## config.mk

```make
export PLATFORM = sky130hd
export DESIGN_NAME = omc_mode_select
export DESIGN_NICKNAME = d
export VERILOG_FILES = /design/src/pkg/omc_pkg.sv /design/src/pkg/omc_mode_if.sv /design/src/rtl/omc_pin_sync.sv /design/src/rtl/omc_mode_decode.sv /design/src/rtl/omc_mode_select.sv
export SDC_FILE = /design/constraint.sdc
export NUM_CORES = 1
export LEC_CHECK = 0
export BUFFER_PORTS_ARGS = -buffer_cell sky130_fd_sc_hd__buf_2
export CELL_PAD_IN_SITES_DETAIL_PLACEMENT = 1
export CELL_PAD_IN_SITES_GLOBAL_PLACEMENT = 2
export CORE_MARGIN = 2
export CORE_UTILIZATION = 23
export CTS_CLUSTER_DIAMETER = 80
export DETAILED_ROUTE_END_ITERATION = 6
export GPL_TIMING_DRIVEN = 0
export PLACE_DENSITY_LB_ADDON = 0.1
export SYNTH_ARGS = -nofsm -noshare
export SYNTH_HDL_FRONTEND = slang
export SYNTH_SLANG_ARGS = --single-unit
```

## constraint.sdc

```tcl
create_clock -name clk -period 1.4 [get_ports clk]
set_clock_uncertainty 0.2 [all_clocks]
set_input_delay 0.07 -clock clk [delete_from_list [all_inputs] [get_ports clk]]
set_output_delay 0.07 -clock clk [all_outputs]
set_load 0.05 [all_outputs]
```

## src/pkg/omc_pkg.sv

```systemverilog
// Constants and types of the operating mode select block.
// Assumes one system clock and a synchronous active-high reset.
// Operation
// - Mode comes from two pins, modes 1-3.
// - Mode 1: normal addressing, ROM off, expanded.
// - Modes 2/3 ROM on; 2 advanced, 3 normal.
// - Modes 2/3 start single-chip; extended_mode_enable bit expands.
// - Extended_mode_enable bit is bit 7; forced 1 in mode 1.
// - Extended_mode_enable bit read/write, resets 0 in 2/3.
// - Bits 6..2 read zero, ignore writes.
// - Bits 1,0 are read-only pin level copies.
// - Pin levels latched when register is read.
// - Reset releases the mode level latches.
// - Reset values follow the mode pin levels.
package omc_pkg;

    // ----------------------------------------
    // Register map
    // ----------------------------------------
    localparam logic [7:0] MODE_CONTROL_OFS = 8'h00;
    localparam logic [7:0] UNMAPPED_READ    = 8'h00;
    localparam int         EXTENDED_MODE_ENABLE_BIT         = 7;
    localparam int         RSVD_HI_BIT      = 6;
    localparam int         RSVD_LO_BIT      = 2;
    localparam int         LEVEL_HI_BIT     = 1;
    localparam int         LEVEL_LO_BIT     = 0;
    localparam logic [4:0] RSVD_VALUE       = 5'h00;

    // ----------------------------------------
    // Modes and reset values
    // ----------------------------------------
    localparam logic [1:0] MODE0          = 2'h0;
    localparam logic [1:0] MODE1          = 2'h1;
    localparam logic [1:0] MODE2          = 2'h2;
    localparam logic [1:0] MODE3          = 2'h3;
    localparam logic       EXTENDED_MODE_ENABLE_SINGLE    = 1'h0;
    localparam logic       EXTENDED_MODE_ENABLE_FORCED    = 1'h1;
    localparam int         SYNC_STAGES    = 3;
    localparam int         RST_MIN_CYCLES = 4;

    typedef enum logic [1:0] {
        LAT_FREE = 2'h1,
        LAT_HELD = 2'h2
    } omc_lat_t;

endpackage

```

## src/pkg/omc_mode_if.sv

```systemverilog
// Interface between the mode pin synchroniser, decoder and core.
// Assumes all three sit on the same system clock.
`timescale 1ns/1ps
`default_nettype none
interface omc_mode_if;
    logic [1:0] pinLevels;
    logic [1:0] strapMode;
    logic       advancedAddr;
    logic       romOn;
    logic       forceExpanded;
    logic       modeUsable;

    modport sync (output pinLevels);
    modport dec  (input strapMode, output advancedAddr, romOn,
                  forceExpanded, modeUsable);
    modport core (input pinLevels, advancedAddr, romOn, forceExpanded,
                  modeUsable, output strapMode);
endinterface
`default_nettype wire

```

## src/rtl/omc_pin_sync.sv

```systemverilog
// Three-stage synchroniser for the two mode pins.
// Assumes pins are asynchronous straps; no reset so levels reach reset.
`timescale 1ns/1ps
`default_nettype none
module omc_pin_sync
    import omc_pkg::*;
(
    // Clock
    input  wire logic clk,
    // Pins
    input  wire logic modePinHi,
    input  wire logic modePinLo,
    // Settled levels
    omc_mode_if.sync  modeIf
);
    logic [1:0] stage1_reg;
    logic [1:0] stage2_reg;
    logic [1:0] stage3_reg;
    logic [1:0] settled_reg;
    wire        agree = (stage2_reg == stage3_reg);

    // Settled level moves only when the two late stages agree
    always_ff @(posedge clk) begin
        stage1_reg <= {modePinHi, modePinLo};
        stage2_reg <= stage1_reg;
        stage3_reg <= stage2_reg;
        if (agree) begin
            settled_reg <= stage3_reg;
        end
    end

    assign modeIf.pinLevels = settled_reg;
endmodule
`default_nettype wire

```

## src/rtl/omc_mode_decode.sv

```systemverilog
// Decode of the strapped mode into CPU, ROM and bus settings.
// Assumes the strap code is stable between resets.
`timescale 1ns/1ps
`default_nettype none
module omc_mode_decode
    import omc_pkg::*;
(
    // Mode signals
    omc_mode_if.dec modeIf
);
    wire logic isMode1 = (modeIf.strapMode == MODE1);
    wire logic isMode2 = (modeIf.strapMode == MODE2);
    wire logic isMode3 = (modeIf.strapMode == MODE3);

    assign modeIf.modeUsable    = isMode1 | isMode2 | isMode3;
    assign modeIf.advancedAddr  = isMode2;
    assign modeIf.romOn         = isMode2 | isMode3;
    assign modeIf.forceExpanded = isMode1;
endmodule
`default_nettype wire

```

## src/rtl/omc_mode_select.sv

```systemverilog
// Operating mode select: mode strap, mode control register, outputs.
// Assumes a one-cycle strobe register port and straps that stay put.
`timescale 1ns/1ps
`default_nettype none
module omc_mode_select
    import omc_pkg::*;
#(
    parameter int ADDR_W = 8
)
(
    // Clock and reset
    input  wire logic              clk,
    input  wire logic              sys_rst,
    // Mode pins
    input  wire logic              modePinHi,
    input  wire logic              modePinLo,
    // Register port
    input  wire logic [ADDR_W-1:0] regAddr,
    input  wire logic [7:0]        regWrData,
    input  wire logic              regWrStrobe,
    input  wire logic              regRdStrobe,
    output logic      [7:0]        regRdData,
    // Mode outputs
    output logic                   cpuAdvanced,
    output logic                   romEnable,
    output logic                   extBusEnable,
    output logic                   modeFault,
    output logic      [1:0]        latchedLevels
);

    // ----------------------------------------
    // Pin synchroniser and mode decoder
    // ----------------------------------------
    omc_mode_if modeIf ();

    omc_pin_sync u_sync (
        .clk       (clk),
        .modePinHi (modePinHi),
        .modePinLo (modePinLo),
        .modeIf    (modeIf.sync)
    );

    omc_mode_decode u_dec (
        .modeIf (modeIf.dec)
    );

    // ----------------------------------------
    // Register decode
    // ----------------------------------------
    logic [1:0]  strapMode_reg;
    logic        extended_mode_enable_reg;
    logic        extended_mode_enable_next;
    omc_lat_t    latState_reg;
    omc_lat_t    latState_next;
    logic [1:0]  levels_reg;
    logic [1:0]  levels_next;
    logic [7:0]  rdData_reg;
    logic [7:0]  rdData_next;
    logic        cpuAdv_reg;
    logic        romEn_reg;
    logic        extBus_reg;
    logic        fault_reg;
    logic        rstSeen_reg;

    wire logic [ADDR_W-1:0] ctrlAddr = ADDR_W'(MODE_CONTROL_OFS);
    wire logic        ctrlHit  = (regAddr == ctrlAddr);
    wire logic        wrHit    = regWrStrobe & ctrlHit;
    wire logic        rdHit    = regRdStrobe & ctrlHit;
    wire logic        forced   = modeIf.forceExpanded;
    wire logic        rstMode1 = (modeIf.pinLevels == MODE1);
    wire logic        rstMode2 = (modeIf.pinLevels == MODE2);
    wire logic        rstMode3 = (modeIf.pinLevels == MODE3);
    wire logic        newExpe  = regWrData[EXTENDED_MODE_ENABLE_BIT];
    wire logic [7:0]  ctrlView;

    // Strap is taken from the settled pins while reset is held
    assign modeIf.strapMode = strapMode_reg;

    // ----------------------------------------
    // Extended mode enable
    // ----------------------------------------
    // Forced designs ignore writes; a write lands at the next edge
    always_comb begin
        extended_mode_enable_next = extended_mode_enable_reg;
        if (forced) begin
            extended_mode_enable_next = EXTENDED_MODE_ENABLE_FORCED;
        end else if (wrHit) begin
            extended_mode_enable_next = newExpe;
        end
    end

    property p_extended_mode_enable_hold;
        @(posedge clk) disable iff (sys_rst)
        !wrHit && !forced |=> $stable(extBusEnable);
    endproperty
    a_extended_mode_enable_hold: assert property (p_extended_mode_enable_hold)
        else $error("Expanded mode changed without a write");

    property p_mode1_ignore;
        @(posedge clk) disable iff (sys_rst)
        forced && wrHit && !newExpe |=> extBusEnable;
    endproperty
    a_mode1_ignore: assert property (p_mode1_ignore)
        else $error("Write cleared extended_mode_enable in mode 1");

    // ----------------------------------------
    // Mode level latch
    // ----------------------------------------
    // Free latch follows the pins; a read captures and holds them
    always_comb begin
        latState_next = latState_reg;
        levels_next   = levels_reg;
        case (latState_reg)
            LAT_FREE: begin
                levels_next = modeIf.pinLevels;
                if (rdHit) begin
                    latState_next = LAT_HELD;
                end
            end
            LAT_HELD: begin
                if (rdHit) begin
                    levels_next = modeIf.pinLevels;
                end
            end
            default: begin
                latState_next = LAT_FREE;
                levels_next   = modeIf.pinLevels;
            end
        endcase
    end

    property p_read_holds;
        @(posedge clk) disable iff (sys_rst)
        rdHit |=> latState_reg == LAT_HELD;
    endproperty
    a_read_holds: assert property (p_read_holds)
        else $error("Read did not capture the mode levels");

    property p_level_ro;
        @(posedge clk) disable iff (sys_rst)
        wrHit |=> $stable(latchedLevels);
    endproperty
    a_level_ro: assert property (p_level_ro)
        else $error("Write changed the mode level bits");

    // Reserved field reads as zero whatever was written
    assign ctrlView = {extended_mode_enable_next, RSVD_VALUE, levels_next};

    // Data stands only in the cycle after the read strobe
    always_comb begin
        rdData_next = 8'h00;
        if (regRdStrobe) begin
            rdData_next = ctrlHit ? ctrlView : UNMAPPED_READ;
        end
    end

    // ----------------------------------------
    // Registers
    // ----------------------------------------
    // Strap is frozen at the last reset edge; pins must settle by then
    always_ff @(posedge clk) begin
        if (sys_rst) begin
            strapMode_reg <= modeIf.pinLevels;
        end
    end

    always_ff @(posedge clk) begin
        if (sys_rst) begin
            extended_mode_enable_reg <= rstMode1 ? EXTENDED_MODE_ENABLE_FORCED : EXTENDED_MODE_ENABLE_SINGLE;
        end else begin
            extended_mode_enable_reg <= extended_mode_enable_next;
        end
    end

    // Reset frees the latch so it resamples the pins afresh
    always_ff @(posedge clk) begin
        if (sys_rst) begin
            latState_reg <= LAT_FREE;
            levels_reg   <= modeIf.pinLevels;
        end else begin
            latState_reg <= latState_next;
            levels_reg   <= levels_next;
        end
    end

    always_ff @(posedge clk) begin
        if (sys_rst) begin
            rdData_reg <= 8'h00;
        end else begin
            rdData_reg <= rdData_next;
        end
    end

    // Reset values match the decode, so no step at release
    always_ff @(posedge clk) begin
        if (sys_rst) begin
            cpuAdv_reg <= rstMode2;
            romEn_reg  <= rstMode2 | rstMode3;
            extBus_reg <= rstMode1;
            fault_reg  <= (modeIf.pinLevels == MODE0);
        end else begin
            cpuAdv_reg <= modeIf.advancedAddr;
            romEn_reg  <= modeIf.romOn;
            extBus_reg <= forced | extended_mode_enable_next;
            fault_reg  <= ~modeIf.modeUsable;
        end
    end

    always_ff @(posedge clk) begin
        rstSeen_reg <= sys_rst;
    end

    property p_strap_frozen;
        @(posedge clk) disable iff (sys_rst)
        1'b1 |=> $stable(strapMode_reg);
    endproperty
    a_strap_frozen: assert property (p_strap_frozen)
        else $error("Strap mode moved outside reset");

    property p_reset_levels;
        @(posedge clk) disable iff (sys_rst)
        rstSeen_reg |-> latchedLevels == strapMode_reg
            && cpuAdvanced == (strapMode_reg == MODE2);
    endproperty
    a_reset_levels: assert property (p_reset_levels)
        else $error("Reset levels not taken from mode pins");

    property p_mode_steady;
        @(posedge clk) disable iff (sys_rst)
        1'b1 |=> $stable(romEnable) && $stable(cpuAdvanced)
            && $stable(modeFault);
    endproperty
    a_mode_steady: assert property (p_mode_steady)
        else $error("Mode outputs moved outside reset");

    property p_read_extended_mode_enable;
        @(posedge clk) disable iff (sys_rst)
        rdHit |=> regRdData[EXTENDED_MODE_ENABLE_BIT] == extBusEnable;
    endproperty
    a_read_extended_mode_enable: assert property (p_read_extended_mode_enable)
        else $error("Read extended_mode_enable disagrees with bus mode");

    property p_usable_mode;
        @(posedge clk) disable iff (sys_rst)
        !modeFault |-> romEnable || extBusEnable;
    endproperty
    a_usable_mode: assert property (p_usable_mode)
        else $error("Usable mode with neither ROM nor bus");

    // ----------------------------------------
    // Outputs
    // ----------------------------------------
    assign regRdData     = rdData_reg;
    assign cpuAdvanced   = cpuAdv_reg;
    assign romEnable     = romEn_reg;
    assign extBusEnable  = extBus_reg;
    assign modeFault     = fault_reg;
    assign latchedLevels = levels_reg;

    // ----------------------------------------
    // Assertions
    // ----------------------------------------
    property p_extended_mode_enable_write;
        @(posedge clk) disable iff (sys_rst)
        wrHit && newExpe |=> extBusEnable;
    endproperty
    a_extended_mode_enable_write: assert property (p_extended_mode_enable_write)
        else $error("Write of extended_mode_enable did not expand the bus");

    property p_extended_mode_enable_clear;
        @(posedge clk) disable iff (sys_rst)
        wrHit && !newExpe && !forced |=> !extBusEnable;
    endproperty
    a_extended_mode_enable_clear: assert property (p_extended_mode_enable_clear)
        else $error("Clearing extended_mode_enable did not return to single-chip");

    property p_mode1_forced;
        @(posedge clk) disable iff (sys_rst)
        strapMode_reg == MODE1 |=> extBusEnable && !romEnable
            && !cpuAdvanced;
    endproperty
    a_mode1_forced: assert property (p_mode1_forced)
        else $error("Mode 1 outputs wrong");

    property p_mode1_read;
        @(posedge clk) disable iff (sys_rst)
        rdHit && strapMode_reg == MODE1 |=> regRdData[EXTENDED_MODE_ENABLE_BIT];
    endproperty
    a_mode1_read: assert property (p_mode1_read)
        else $error("Extended_mode_enable read as zero in mode 1");

    property p_rom_modes;
        @(posedge clk) disable iff (sys_rst)
        strapMode_reg == MODE2 || strapMode_reg == MODE3
            |=> romEnable && (cpuAdvanced == $past(strapMode_reg[0] == 1'b0));
    endproperty
    a_rom_modes: assert property (p_rom_modes)
        else $error("ROM or addressing wrong in mode 2 or 3");

    property p_reserved_zero;
        @(posedge clk) disable iff (sys_rst)
        rdHit |=> regRdData[RSVD_HI_BIT:RSVD_LO_BIT] == RSVD_VALUE;
    endproperty
    a_reserved_zero: assert property (p_reserved_zero)
        else $error("Reserved bits read nonzero");

    property p_level_copy;
        @(posedge clk) disable iff (sys_rst)
        rdHit |=> regRdData[LEVEL_HI_BIT:LEVEL_LO_BIT]
            == $past(modeIf.pinLevels) && latchedLevels == regRdData[1:0];
    endproperty
    a_level_copy: assert property (p_level_copy)
        else $error("Mode levels not captured on read");

    property p_held_latch;
        @(posedge clk) disable iff (sys_rst)
        latState_reg == LAT_HELD && !rdHit |=> $stable(latchedLevels);
    endproperty
    a_held_latch: assert property (p_held_latch)
        else $error("Held mode levels changed without a read");

    property p_release;
        @(posedge clk) disable iff (sys_rst)
        rstSeen_reg |-> latState_reg == LAT_FREE
            && extBusEnable == (strapMode_reg == MODE1);
    endproperty
    a_release: assert property (p_release)
        else $error("Reset state not taken from mode pins");

    property p_single_start;
        @(posedge clk) disable iff (sys_rst)
        rstSeen_reg && strapMode_reg != MODE1 && !wrHit |-> !extBusEnable
            ##1 !extBusEnable;
    endproperty
    a_single_start: assert property (p_single_start)
        else $error("Mode 2 or 3 did not start single-chip");

    property p_unmapped;
        @(posedge clk) disable iff (sys_rst)
        (regRdStrobe && !ctrlHit) || !regRdStrobe |=> regRdData == 8'h00;
    endproperty
    a_unmapped: assert property (p_unmapped)
        else $error("Read data outside a control read");

    property p_fault;
        @(posedge clk) disable iff (sys_rst)
        ##1 modeFault == ($past(strapMode_reg) == MODE0);
    endproperty
    a_fault: assert property (p_fault)
        else $error("Mode fault does not match strap");

endmodule
`default_nettype wire

```

-- Word level (Yosys, flattened, before mapping)
Index checks and enable logic that the tools add are counted.
W data, S select, Z words.
- memory bits (read-only): 0
- latch bits: 0
- register bits: 27
- memories: 0
- memory bits (writable): 0
- output and inout bits: 14
- input port bits: 22
- $add $sub $neg: 0
- eq/ne operators: 10
- order comparisons: 0
- multipliers: 0
- bitwise operators: 11
- shift operators: 0
- div/mod/pow operators: 0
- reductions and logical operators: 5
- multiplexer cells: 13
- operators with widths (cell ; count):
    $eq A2 B2 Y1 const B ; 5
    $logic_not A8 Y1 ; 1
    $mux W1 ; 8
    $mux W2 ; 4
    $eq A2 B1 Y1 const B ; 3
    $or A1 B1 Y1 ; 5
    $not A1 Y1 ; 4
    $pmux W2 S2 ; 1
    $reduce_or A3 Y1 ; 1
    $and A1 B1 Y1 ; 2
    $eq A2 B2 Y1 ; 1
    $logic_not A2 Y1 ; 1
    $ne A2 B2 Y1 const B ; 1
    $reduce_and A2 Y1 ; 1
    $reduce_or A2 Y1 ; 1

-- Depth between registers and ports, before layout
Gate-level depths: netlist of the first run.
- depth in word-level cells: 6
- gate-level depth with buffers: 4
- depth with buffers taken out: 3

-- Modules after synthesis
A second synthesis of the first run with hierarchy kept.
- cells, all modules: 61
- area, all modules: 759.5 µm²
- by module, submodules not included (module ; cells an instance ; sequential area each (µm²) ; area each (µm²) ; instances):
    omc_mode_select ; 46 ; 280.3 ; 533.0 ; 1
    omc_pin_sync ; 11 ; 180.2 ; 201.4 ; 1
    omc_mode_decode ; 4 ; 0.0 ; 25.0 ; 1

-- Worst setup path after synthesis of the first run
OpenSTA, ideal clock, no wires.
- kind: reg-to-reg
- from: reg latState_reg[0]
- to: reg levels_reg[0] (netlist: latchedLevels[0])
- arrival: 1.111 ns
- setup slack: -0.034 ns
- data required time: 1.077 ns
- library setup time: 0.123 ns
- buffers on the path: 0
- stages on the path, launching flop included: 4
- cell sequence: dfxtp_1 -> nand2b_1 -> a311oi_1 -> mux2_1
- longest elaborated chain between the ends: 3
- ends and longest elaborated chain (item ; RTL line ; source):
    start: declaration ; omc_mode_select.sv:53 ; omc_lat_t latState_reg;
    start signal: assignment ; omc_mode_select.sv:181 ; latState_reg <= latState_next;
    $eq A2 B2 Y1 ; omc_mode_select.sv:113 ; case (latState_reg)
    $mux W2 ; omc_mode_select.sv:113 ;
    $mux W2 ; omc_mode_select.sv:177 ; if (sys_rst) begin
    end signal: assignment ; omc_mode_select.sv:179 ; levels_reg <= modeIf.pinLevels;
    end signal: assignment ; omc_mode_select.sv:182 ; levels_reg <= levels_next;
    end: declaration ; omc_mode_select.sv:55 ; logic [1:0] levels_reg;
No other way between the ends.
A chain may end at the register's enable or synchronous reset.

-- Worst setup path in the final report of the first run
Ends and elaborated chain as after synthesis.

==> results of run 1 <==
[synth_stat cells (all sizes together)]
| library cell | count | area [µm²] |
|---|---|---|
| a31o | 1 | 8.76 |
| a41oi | 1 | 8.76 |
| a21oi | 2 | 10.0 |
| nor2 | 1 | 3.75 |
| buf | 5 | 37.5 |
| nand2b | 2 | 12.5 |
| o21ai | 1 | 5.00 |
| mux2 | 2 | 22.5 |
| nor3 | 1 | 5.00 |
| edfxtp | 4 | 120 |
| nor4 | 2 | 42.5 |
| nand4 | 2 | 12.5 |
| inv | 4 | 15.0 |
| conb | 1 | 3.75 |
| nor2b | 1 | 6.26 |
| clkbuf | 1 | 3.75 |
| a311oi | 2 | 17.5 |
| nand3 | 1 | 5.00 |
| o32ai | 2 | 17.5 |
| xor2 | 2 | 17.5 |
| nand2 | 2 | 7.51 |
| nor3b | 1 | 7.51 |
| dfxtp | 17 | 340 |
| a21o | 1 | 7.51 |
[worst max-delay path: cells and delay by family (launching register included)]
family          cells  cell delay, ns
mux                 1            0.35
simple gates        1            0.15
compound gates      1            0.25
flops               1            0.32
[metal layers]
| metal | vias to the layer above | global-route usage (%) | wire (µm) |
|---|---|---|---|
| met3 | 2 | 3.84 | 68 |
| met2 | 14 | 14.9 | 693 |
| li1 | 275 | - | - |
| met1 | 253 | 9.82 | 600 |
| met5 | - | 0 | 0 |
| met4 | 0 | 4.66 | 14 |
[logic make-up (layout without fill, tap and decap cells)]
kind of cell / Yosys count / count (layout)
other: 1 / 5
buffers and inverters: 10 / 42
and+or+nand+nor: 13 / 13
DFF: 21 / 21
AOI/OAI and AO/OA: 10 / 10
xor gates and xnor gates: 2 / 2
muxes: 2 / 2
[stage by stage]
step / setup TNS [ns] / utilization [%] / cell area, µm² / hold WS, ns
6_report: 0 / 33.6 / 1030 / -0.149
5_1_grt: -0.0642 / 33.6 / 1030 / -0.160
4_1_cts: 0 / 33.6 / 1030 / -0.154
3_5_place_dp: -0.133 / 30.5 / 930 / -0.0255
3_3_place_gp: -0.157 / 30.5 / 930 / -0.0262
2_1_floorplan: 0 / - / 759 / -0.102
[final cells by class]
| class | count | area share [%] |
|---|---|---|
| buffer | 6 | 4.02 |
| sequential | 21 | 44.9 |
| tap | 44 | 5.37 |
| clock buffer | 3 | 2.20 |
| timing repair buffer | 28 | 16.1 |
| clock inverter | 1 | 0.488 |
| inverter | 4 | 1.46 |
| multi-input combinational | 32 | 25.5 |
[where the power goes]
group | internal, mW | switching (mW) | leakage, nW | total (mW)
sequential | 0.641 | 0.0121 | 0.180 | 0.654
combinational | 0.0552 | 0.107 | 0.244 | 0.162
clock | 0.107 | 0.183 | 0.0177 | 0.289
total | 0.803 | 0.302 | 0.441 | 1.10
[worst paths after layout]
path / to / slack (ns)
max: latchedLevels[0] / 0.02
min: modeIf.strapMode[1] / -0.15
max reg2reg: latchedLevels[0] / 0.02
min reg2reg: u_sync.stage2_reg[0] / 0.14
[what timing repair did]
item / CTS / global route
gates resized for setup: 2 / 0
endpoints found under the hold margin: 14 / 12
endpoints found under the setup margin: 2 / 2
pin swaps: 1 / 0
==> metrics, run 1 <==
run status finished with violations; failing checks hold timing; Post-Synth Simple-Gate Area between 10% and 20%; HP Start sys_rst; largest stage delay on the critical path approximately 0.35 ns; share of layout cells above drive strength 1 38.9%; number of detailed-route iterations in the first pass 4; DP HPWL 1.04 mm; overall power between 1 and 1.5 mW; drt wl/cell about 9.9 µm; Clock Path Buffers 2; Seq/Total Area, Yosys 62.4%; Port Buf Inserts 23; hold path depth 1; fin cells between 100 and 150; Setup crit start latState_reg[0]; largest family of logic cells by synthesized area simple AND/OR/NAND/NOR gates; CTS buffer count 3; RR Startpoint latState_reg[0]; Starting Density 24.2%; final setup fails 0; Hold Path Class input pin to flip-flop; Root Driver clkbuf_4; Final Hold Fails 12; Synth Area in Compound Gates approximately a tenth; die area around 3700 µm²; CP max-delay cell mux2_1; pwr dens 1080 nW/µm²; Routed WL around 1.4 mm; grt ovf 0; footprint of the multi-input gates between 200 and 300 µm²; CP Data Required Time about 1.4 ns; Cells after DPL 130; Area Overhead vs Synth 39.0%; DRC errors left 0; Routed Antenna Nets 0; CTS tree done; Reg2Reg Depth 3; CTS Hold Buffers Added 5; final worst slack 0.0220 ns; peak supply drop just under 0.5 mV; Cells after Synth a little under 60; post-synthesis mux area share between 3 and 4%; max-cap violation count 0; Synth Area per Inst approximately 13 µm²; total track usage under 10%; Synth Area in XOR/XNOR about 2.4%; Post-Synth Adder-Cell Area 0%; Worst-Skew Late Latency 0.30 ns; clock sink total 21; die width around 61 µm; number of fill cells in the layout about 360; arrival time at the worst endpoint approximately 1.4 ns; die span in y just over 60 µm; critical path launch point type flip-flop; number of H-tree levels 1; fin. max-slew vios 0; 1st-iter DRT viols 7; Worst Hold Margin -0.149 ns; standby leakage power 0.441 nW; Clock transition at path regs about 0.12 ns; Via Count 544; final period utilization slightly below 100%; commonest cells after routing, fill and taps aside 23 x buf_2, 17 x dfxtp_1, 5 x buf_4, 5 x conb_1, 5 x dlygate4sd3_1; most common cell after layout, fill and taps aside buf_2; global-route wire length before repair 2.32 mm; largest net degree at the start of global routing 13; core area ~3100 µm²; Place WS -0.0694 ns; crit path capture type flip-flop; Cell Chain, Critical Path nand2b_4 -> a311oi_4 -> mux2_1; Mapped Area ~740 µm²; Synth Register Bits 21; I/O pins 36; Routability Congestion between 0.6 and 0.7; RSZ-0062 raised after global routing true; register area 460 µm²; Nets approximately 120; fin crit period between 1 and 1.5 ns; Max Freq roughly 0.73 GHz; row count 20; Critical Path Fanout Max 3; YS warnings 0; max reg flops 3; initial antenna violation count 0; vias in the first global route around 540; post-synth cell types 24; setup bufs post-CTS 0; ant diodes 0; Via density between 3 and 4; worst setup path category flip-flop to flip-flop
Note: power is estimated with default switching activity, not from simulation.
==> inputs of run 2 (changes only) <==
--- a/config.mk
+++ b/config.mk
@@ -8,12 +8,12 @@
 export BUFFER_PORTS_ARGS = -buffer_cell sky130_fd_sc_hd__buf_2
 export CELL_PAD_IN_SITES_DETAIL_PLACEMENT = 1
 export CELL_PAD_IN_SITES_GLOBAL_PLACEMENT = 2
-export CORE_MARGIN = 2
 export CORE_UTILIZATION = 23
 export CTS_CLUSTER_DIAMETER = 80
 export DETAILED_ROUTE_END_ITERATION = 6
 export GPL_TIMING_DRIVEN = 0
 export PLACE_DENSITY_LB_ADDON = 0.1
+export RECOVER_POWER = 50
 export SYNTH_ARGS = -nofsm -noshare
 export SYNTH_HDL_FRONTEND = slang
 export SYNTH_SLANG_ARGS = --single-unit
==> metrics, run 2 (same netlist as run 1, synthesis figures left out) <==
overall power about 1.1 mW; core area slightly above 3000 µm²; HP Start sys_rst; initial antenna violation count 0; Worst Hold Margin -0.141 ns; standby leakage power ~0.44 nW; arrival time at the worst endpoint between 1 and 1.5 ns; max reg flops 3; Area Overhead vs Synth 39.7%; run status finished with violations; sequential share of power 59.3%; Non-Filler Cell Area, Final ~1000 µm²; Routed WL approximately 1.3 mm; worst setup path category flip-flop to flip-flop; grt ovf 0; number of fill cells in the layout 368; critical path launch point type flip-flop; I/O pins 36; final setup fails 0; Via Count between 500 and 600; Routed Antenna Nets 0; Hold Path Class input pin to flip-flop; register area about 460 µm²; row count 20; pwr dens 1070 nW/µm²; ant diodes 0; Worst Hold Path EP modeIf.strapMode[1]; Starting Density approximately a quarter; Root Driver clkbuf_4; max-cap violation count 0; 1st-iter DRT viols 3; Reg2Reg Depth 3; switch share a little over a quarter; Clock Path Buffers 2; Area after DPL just over 900 µm²; logic gate share of total power between 10 and 15%; Max Freq between 0.7 and 0.8 GHz; DRC errors left 0; r2r endpoint latchedLevels[1]; crit path capture type flip-flop; fin crit period 1.39 ns; fin. max-slew vios 0; setup bufs post-CTS 0; Final Hold Fails 12; Worst-Skew Late Latency 0.30 ns; Port Buf Inserts 23; die width 58.7 µm; vias in the first global route approximately 530; Clock transition at path regs around 0.12 ns; final period utilization 99.3%; global-route wire length before repair 2.24 mm; DP HPWL slightly above 1 mm; switching power 0.298 mW; CTS buffer count 3; hold path depth 1; Routability Congestion between 0.6 and 0.7; drt wl/cell ~9.4 µm; die area between 3000 and 4000 µm²; largest net degree at the start of global routing 13; die span in y just under 60 µm; footprint of the multi-input gates between 200 and 300 µm²; RR Startpoint latState_reg[0]; RSZ-0062 raised after global routing true; Clock Power Share approximately a quarter; peak supply drop around 0.39 mV; Via density between 3 and 4; Nets 118; most common cell after layout, fill and taps aside buf_2; clock sink total 21; number of detailed-route iterations in the first pass 4; number of H-tree levels 1; total track usage between 9 and 10%; Reg2Reg Setup Slack between 0.009 and 0.01 ns; CP Data Required Time around 1.4 ns; commonest cells after routing, fill and taps aside 23 x buf_2, 16 x dfxtp_1, 5 x buf_4, 5 x conb_1, 5 x dlygate4sd3_1; share of layout cells above drive strength 1 between 40% and 50%; Internal 0.804 mW; failing checks hold timing; CTS tree done; CTS Hold Buffers Added 5; Critical Path Fanout Max 3
run 2: changes by cell type in the layout (fill, tap and decap cells not counted):
cell and change:
dfxtp_2 +1, mux2_1 -1, dfxtp_1 -1, mux2_4 +1
run 2: critical path, stage by stage (launching register included):
cell and delay [ns]:
dfxtp_1 0.33, nand2b_4 0.15, a311oi_4 0.26, mux2_1 0.35
run 2: worst max-delay path by stage:
| stage | endpoint | from |
|---|---|---|
| final | latchedLevels[1] | latState_reg[0] |
| after global routing | latchedLevels[1] | latState_reg[0] |
| after CTS | latchedLevels[0] | latState_reg[0] |
| after detailed placement | latchedLevels[0] | latState_reg[0] |
| after global placement | latchedLevels[1] | latState_reg[0] |
| after floorplan | latchedLevels[0] | latState_reg[0] |
run 2: layer usage:
| layer | vias to the layer above | share of wire, % | global-route usage [%] |
|---|---|---|---|
| met5 | - | 0 | 0 |
| met4 | 0 | 1.4 | 5.10 |
| met3 | 2 | 6.3 | 3.96 |
| met2 | 14 | 49 | 15.4 |
| met1 | 244 | 43 | 9.33 |
| li1 | 274 | - | - |
run 2: layout make-up:
class | instances | share of cell area (%)
sequential | 21 | 44.8
multi-input combinational | 32 | 25.7
timing repair buffer | 28 | 16.0
tap | 44 | 5.34
buffer | 6 | 4.00
clock buffer | 3 | 2.18
inverter | 4 | 1.46
clock inverter | 1 | 0.485
run 2: per-stage QoR:
stage	util [%]	TNS [ns]	instances	hold WS [ns]	setup WS, ns
6_report	33.8	0	139	-0.141	0.0100
5_1_grt	33.8	-0.0429	139	-0.156	-0.0291
4_1_cts	33.6	0	139	-0.147	0.00227
3_5_place_dp	30.5	-0.176	130	-0.0251	-0.0898
3_3_place_gp	30.5	-0.232	130	-0.0263	-0.117
2_1_floorplan	-	0	63	-0.102	0.0126
run 2: timing repair:
item | CTS | global route
resized for setup | 3 | 1
setup endpoints to repair | 2 | 2
pin swaps | 1 | 0
endpoints found under the hold margin | 14 | 12
run 2: power groups by stage:
stage	logic (mW)	registers (mW)	clock network, mW
after floorplan	0.0692	0.701	0
after global placement	0.149	0.667	0
after detailed placement	0.150	0.667	0
after CTS	0.162	0.653	0.302
after global routing	0.174	0.657	0.325
final	0.163	0.653	0.286
==> inputs of run 3 (changes only) <==
--- a/config.mk
+++ b/config.mk
@@ -5,10 +5,11 @@
 export SDC_FILE = /design/constraint.sdc
 export NUM_CORES = 1
 export LEC_CHECK = 0
+export ABC_AREA = 1
 export BUFFER_PORTS_ARGS = -buffer_cell sky130_fd_sc_hd__buf_2
 export CELL_PAD_IN_SITES_DETAIL_PLACEMENT = 1
 export CELL_PAD_IN_SITES_GLOBAL_PLACEMENT = 2
-export CORE_UTILIZATION = 23
+export CORE_UTILIZATION = 22
 export CTS_CLUSTER_DIAMETER = 80
 export DETAILED_ROUTE_END_ITERATION = 6
 export GPL_TIMING_DRIVEN = 0
==> metrics, run 3 <==
die span in y roughly 60 µm; Routability Congestion roughly 0.7; largest net degree at the start of global routing 14; Area after DPL ~940 µm²; Cell Chain, Critical Path dlygate4sd3_1 -> buf_2 -> inv_2 -> nand3_1 -> o21ai_2 -> inv_2; EDFF count, synth 4; Via density around 3.8; Synth Area in Compound Gates approximately 3.0%; top cells by area, synth dfxtp_1 45%, edfxtp_1 16%, nand2_1 9.5%; fin crit period between 1 and 1.5 ns; vias in the first global route ~550; Post-synth ARST share 0%; Nets roughly 140; Clock transition at path regs 0.12 ns; Non-Filler Cell Area, Final between 1000 and 1500 µm²; 1st-iter DRT viols 2; grt ovf 0; largest stage delay on the critical path 0.53 ns; Seq/Total Area, Yosys between 60% and 70%; buffer and inverter count on the worst path 4; clock sink total 21; share of layout cells above drive strength 1 34.8%; met1 demand-to-capacity share in global routing approximately 9.0%; critical path launch point type input pin; YS warnings 0; commonest cells after routing, fill and taps aside 23 x buf_2, 19 x nand2_1, 17 x dfxtp_1, 8 x nor2_1; ant diodes 0; post-synth cell types 18; worst setup path category input pin to flip-flop; Clock Path Buffers 2; Yosys top cell area share between 40% and 50%; crit path capture type flip-flop; Final Hold Fails 0; most common cell in the netlist nand2_1; fin cells approximately 160; Synth area leader dfxtp_1; Synth Area per Inst 9.62 µm²; die area ~3600 µm²; Most Crowded Layer GR met2; final setup fails 0; Cells after Synth a little under 80; total track usage 8.88%; standby leakage power around 0.48 nW; RSZ-0062 raised after global routing false; post-synthesis mux area share 0%; I/O pins 36; CTS buffer count 3; CP max-delay cell dlygate4sd3_1; initial antenna violation count 0; crit-path most repeated cell inv_2; Synth Register Bits 21; Root Driver clkbuf_4; Critical Path Fanout Max 8; number of H-tree levels 1; Top FF cell, synth dfxtp_1; final period utilization roughly nine tenths; pwr dens roughly 1100 nW/µm²; setup TNS 0 ns; drt wl/cell just over 9 µm; Max Freq slightly below 0.8 GHz; met3 GRT Util roughly 2.6%; Port Buf Inserts 23; Mapped Area ~750 µm²; arrival time at the worst endpoint 1.28 ns; largest family of logic cells by synthesized area simple AND/OR/NAND/NOR gates; Area Overhead vs Synth 36.7%; DRC errors left 0; max reg flops 3; Starting Density around a quarter; Worst Hold Margin roughly 0.00014 ns; DP HPWL 1.12 mm; Post-Synth Simple-Gate Area around a quarter; global-route wire length before repair ~2.3 mm; die width between 60 and 70 µm; Routed Antenna Nets 0; Routed WL 1.47 mm; CP Data Required Time 1.42 ns; max-cap violation count 0; Hold Path Class input pin to flip-flop; peak supply drop roughly 0.37 mV; Top delay family on crit path buffers and inverters; Worst-Skew Late Latency 0.30 ns; grt met2 use 15.9%; overall power ~1.1 mW; Post-Synth Adder-Cell Area 0%; core area 3150 µm²; most common cell after layout, fill and taps aside buf_2; Cells after DPL roughly 150; run status finished, final reports clean; Synth Area in XOR/XNOR ~2.3%; number of detailed-route iterations in the first pass 2; Via Count 610; row count 20; commonest cells in the netlist 19 x nand2_1, 17 x dfxtp_1, 8 x nor2_1, 6 x inv_1, 6 x nand3_1; CTS tree done; fin. max-slew vios 0
run 3: kinds of logic after synthesis:
family          after synthesis
simple gates                 39
flops                        21
buf+inv                      12
compound gates                3
xor+xnor                      2
other cells                   1
run 3: worst paths after layout:
| check | cells after the start | end | start | slack [ns] |
|---|---|---|---|---|
| setup / recovery | 6 | latState_reg[0] | sys_rst | 0.13 |
| hold / removal | 6 | regRdData[1] | regAddr[4] | 0.0001 |
| setup reg to reg | 6 | regRdData[1] | latState_reg[1] | 0.18 |
| hold reg to reg | 0 | u_sync.stage2_reg[1] | u_sync.stage1_reg[1] | 0.14 |
run 3: report_power, final:
part	leakage (nW)	switching, mW	internal (mW)
clock	0.0139	0.189	0.109
combinational	0.291	0.111	0.0561
sequential	0.180	0.0121	0.643
total	0.485	0.312	0.808
run 3: area by class of cell:
cell class | instances | area, µm²
inverters | 7 | 26.3
repair buffers | 29 | 175
plain buffers | 5 | 37.5
clock inverters | 1 | 7.51
fillers | 398 | 2130
clock buffers | 3 | 22.5
flip-flops and latches | 21 | 460
multi-input cells | 49 | 241
well taps | 44 | 55.1
run 3: timing repair:
item | 4_1_cts | 5_1_grt
setup buffers | 0 | 0
hold endpoints to repair | 15 | 0
setup endpoints to repair | 0 | 1
hold buffers | 6 | 0
resized for setup | 0 | 1
run 3: metal layers:
layer | wire [µm] | up-vias | share of wire (%)
met5 | 0 | - | 0
met1 | 606 | 272 | 41
li1 | - | 308 | -
met3 | 118 | 5 | 8.0
met2 | 706 | 25 | 48
met4 | 35 | 0 | 2.4
run 3: stage by stage:
step	util [%]	setup slack, ns
6_report	32.5	0.135
5_1_grt	32.5	0.0389
4_1_cts	32.5	0.0324
3_5_place_dp	29.7	0.181
3_3_place_gp	29.7	0.185
2_1_floorplan	-	0.195
run 3: tightest hold or removal path, delay by kind of cell:
family	cells	cell delay, ns
and+or+nand+nor	5	0.33
buffers and inverters	1	0.08
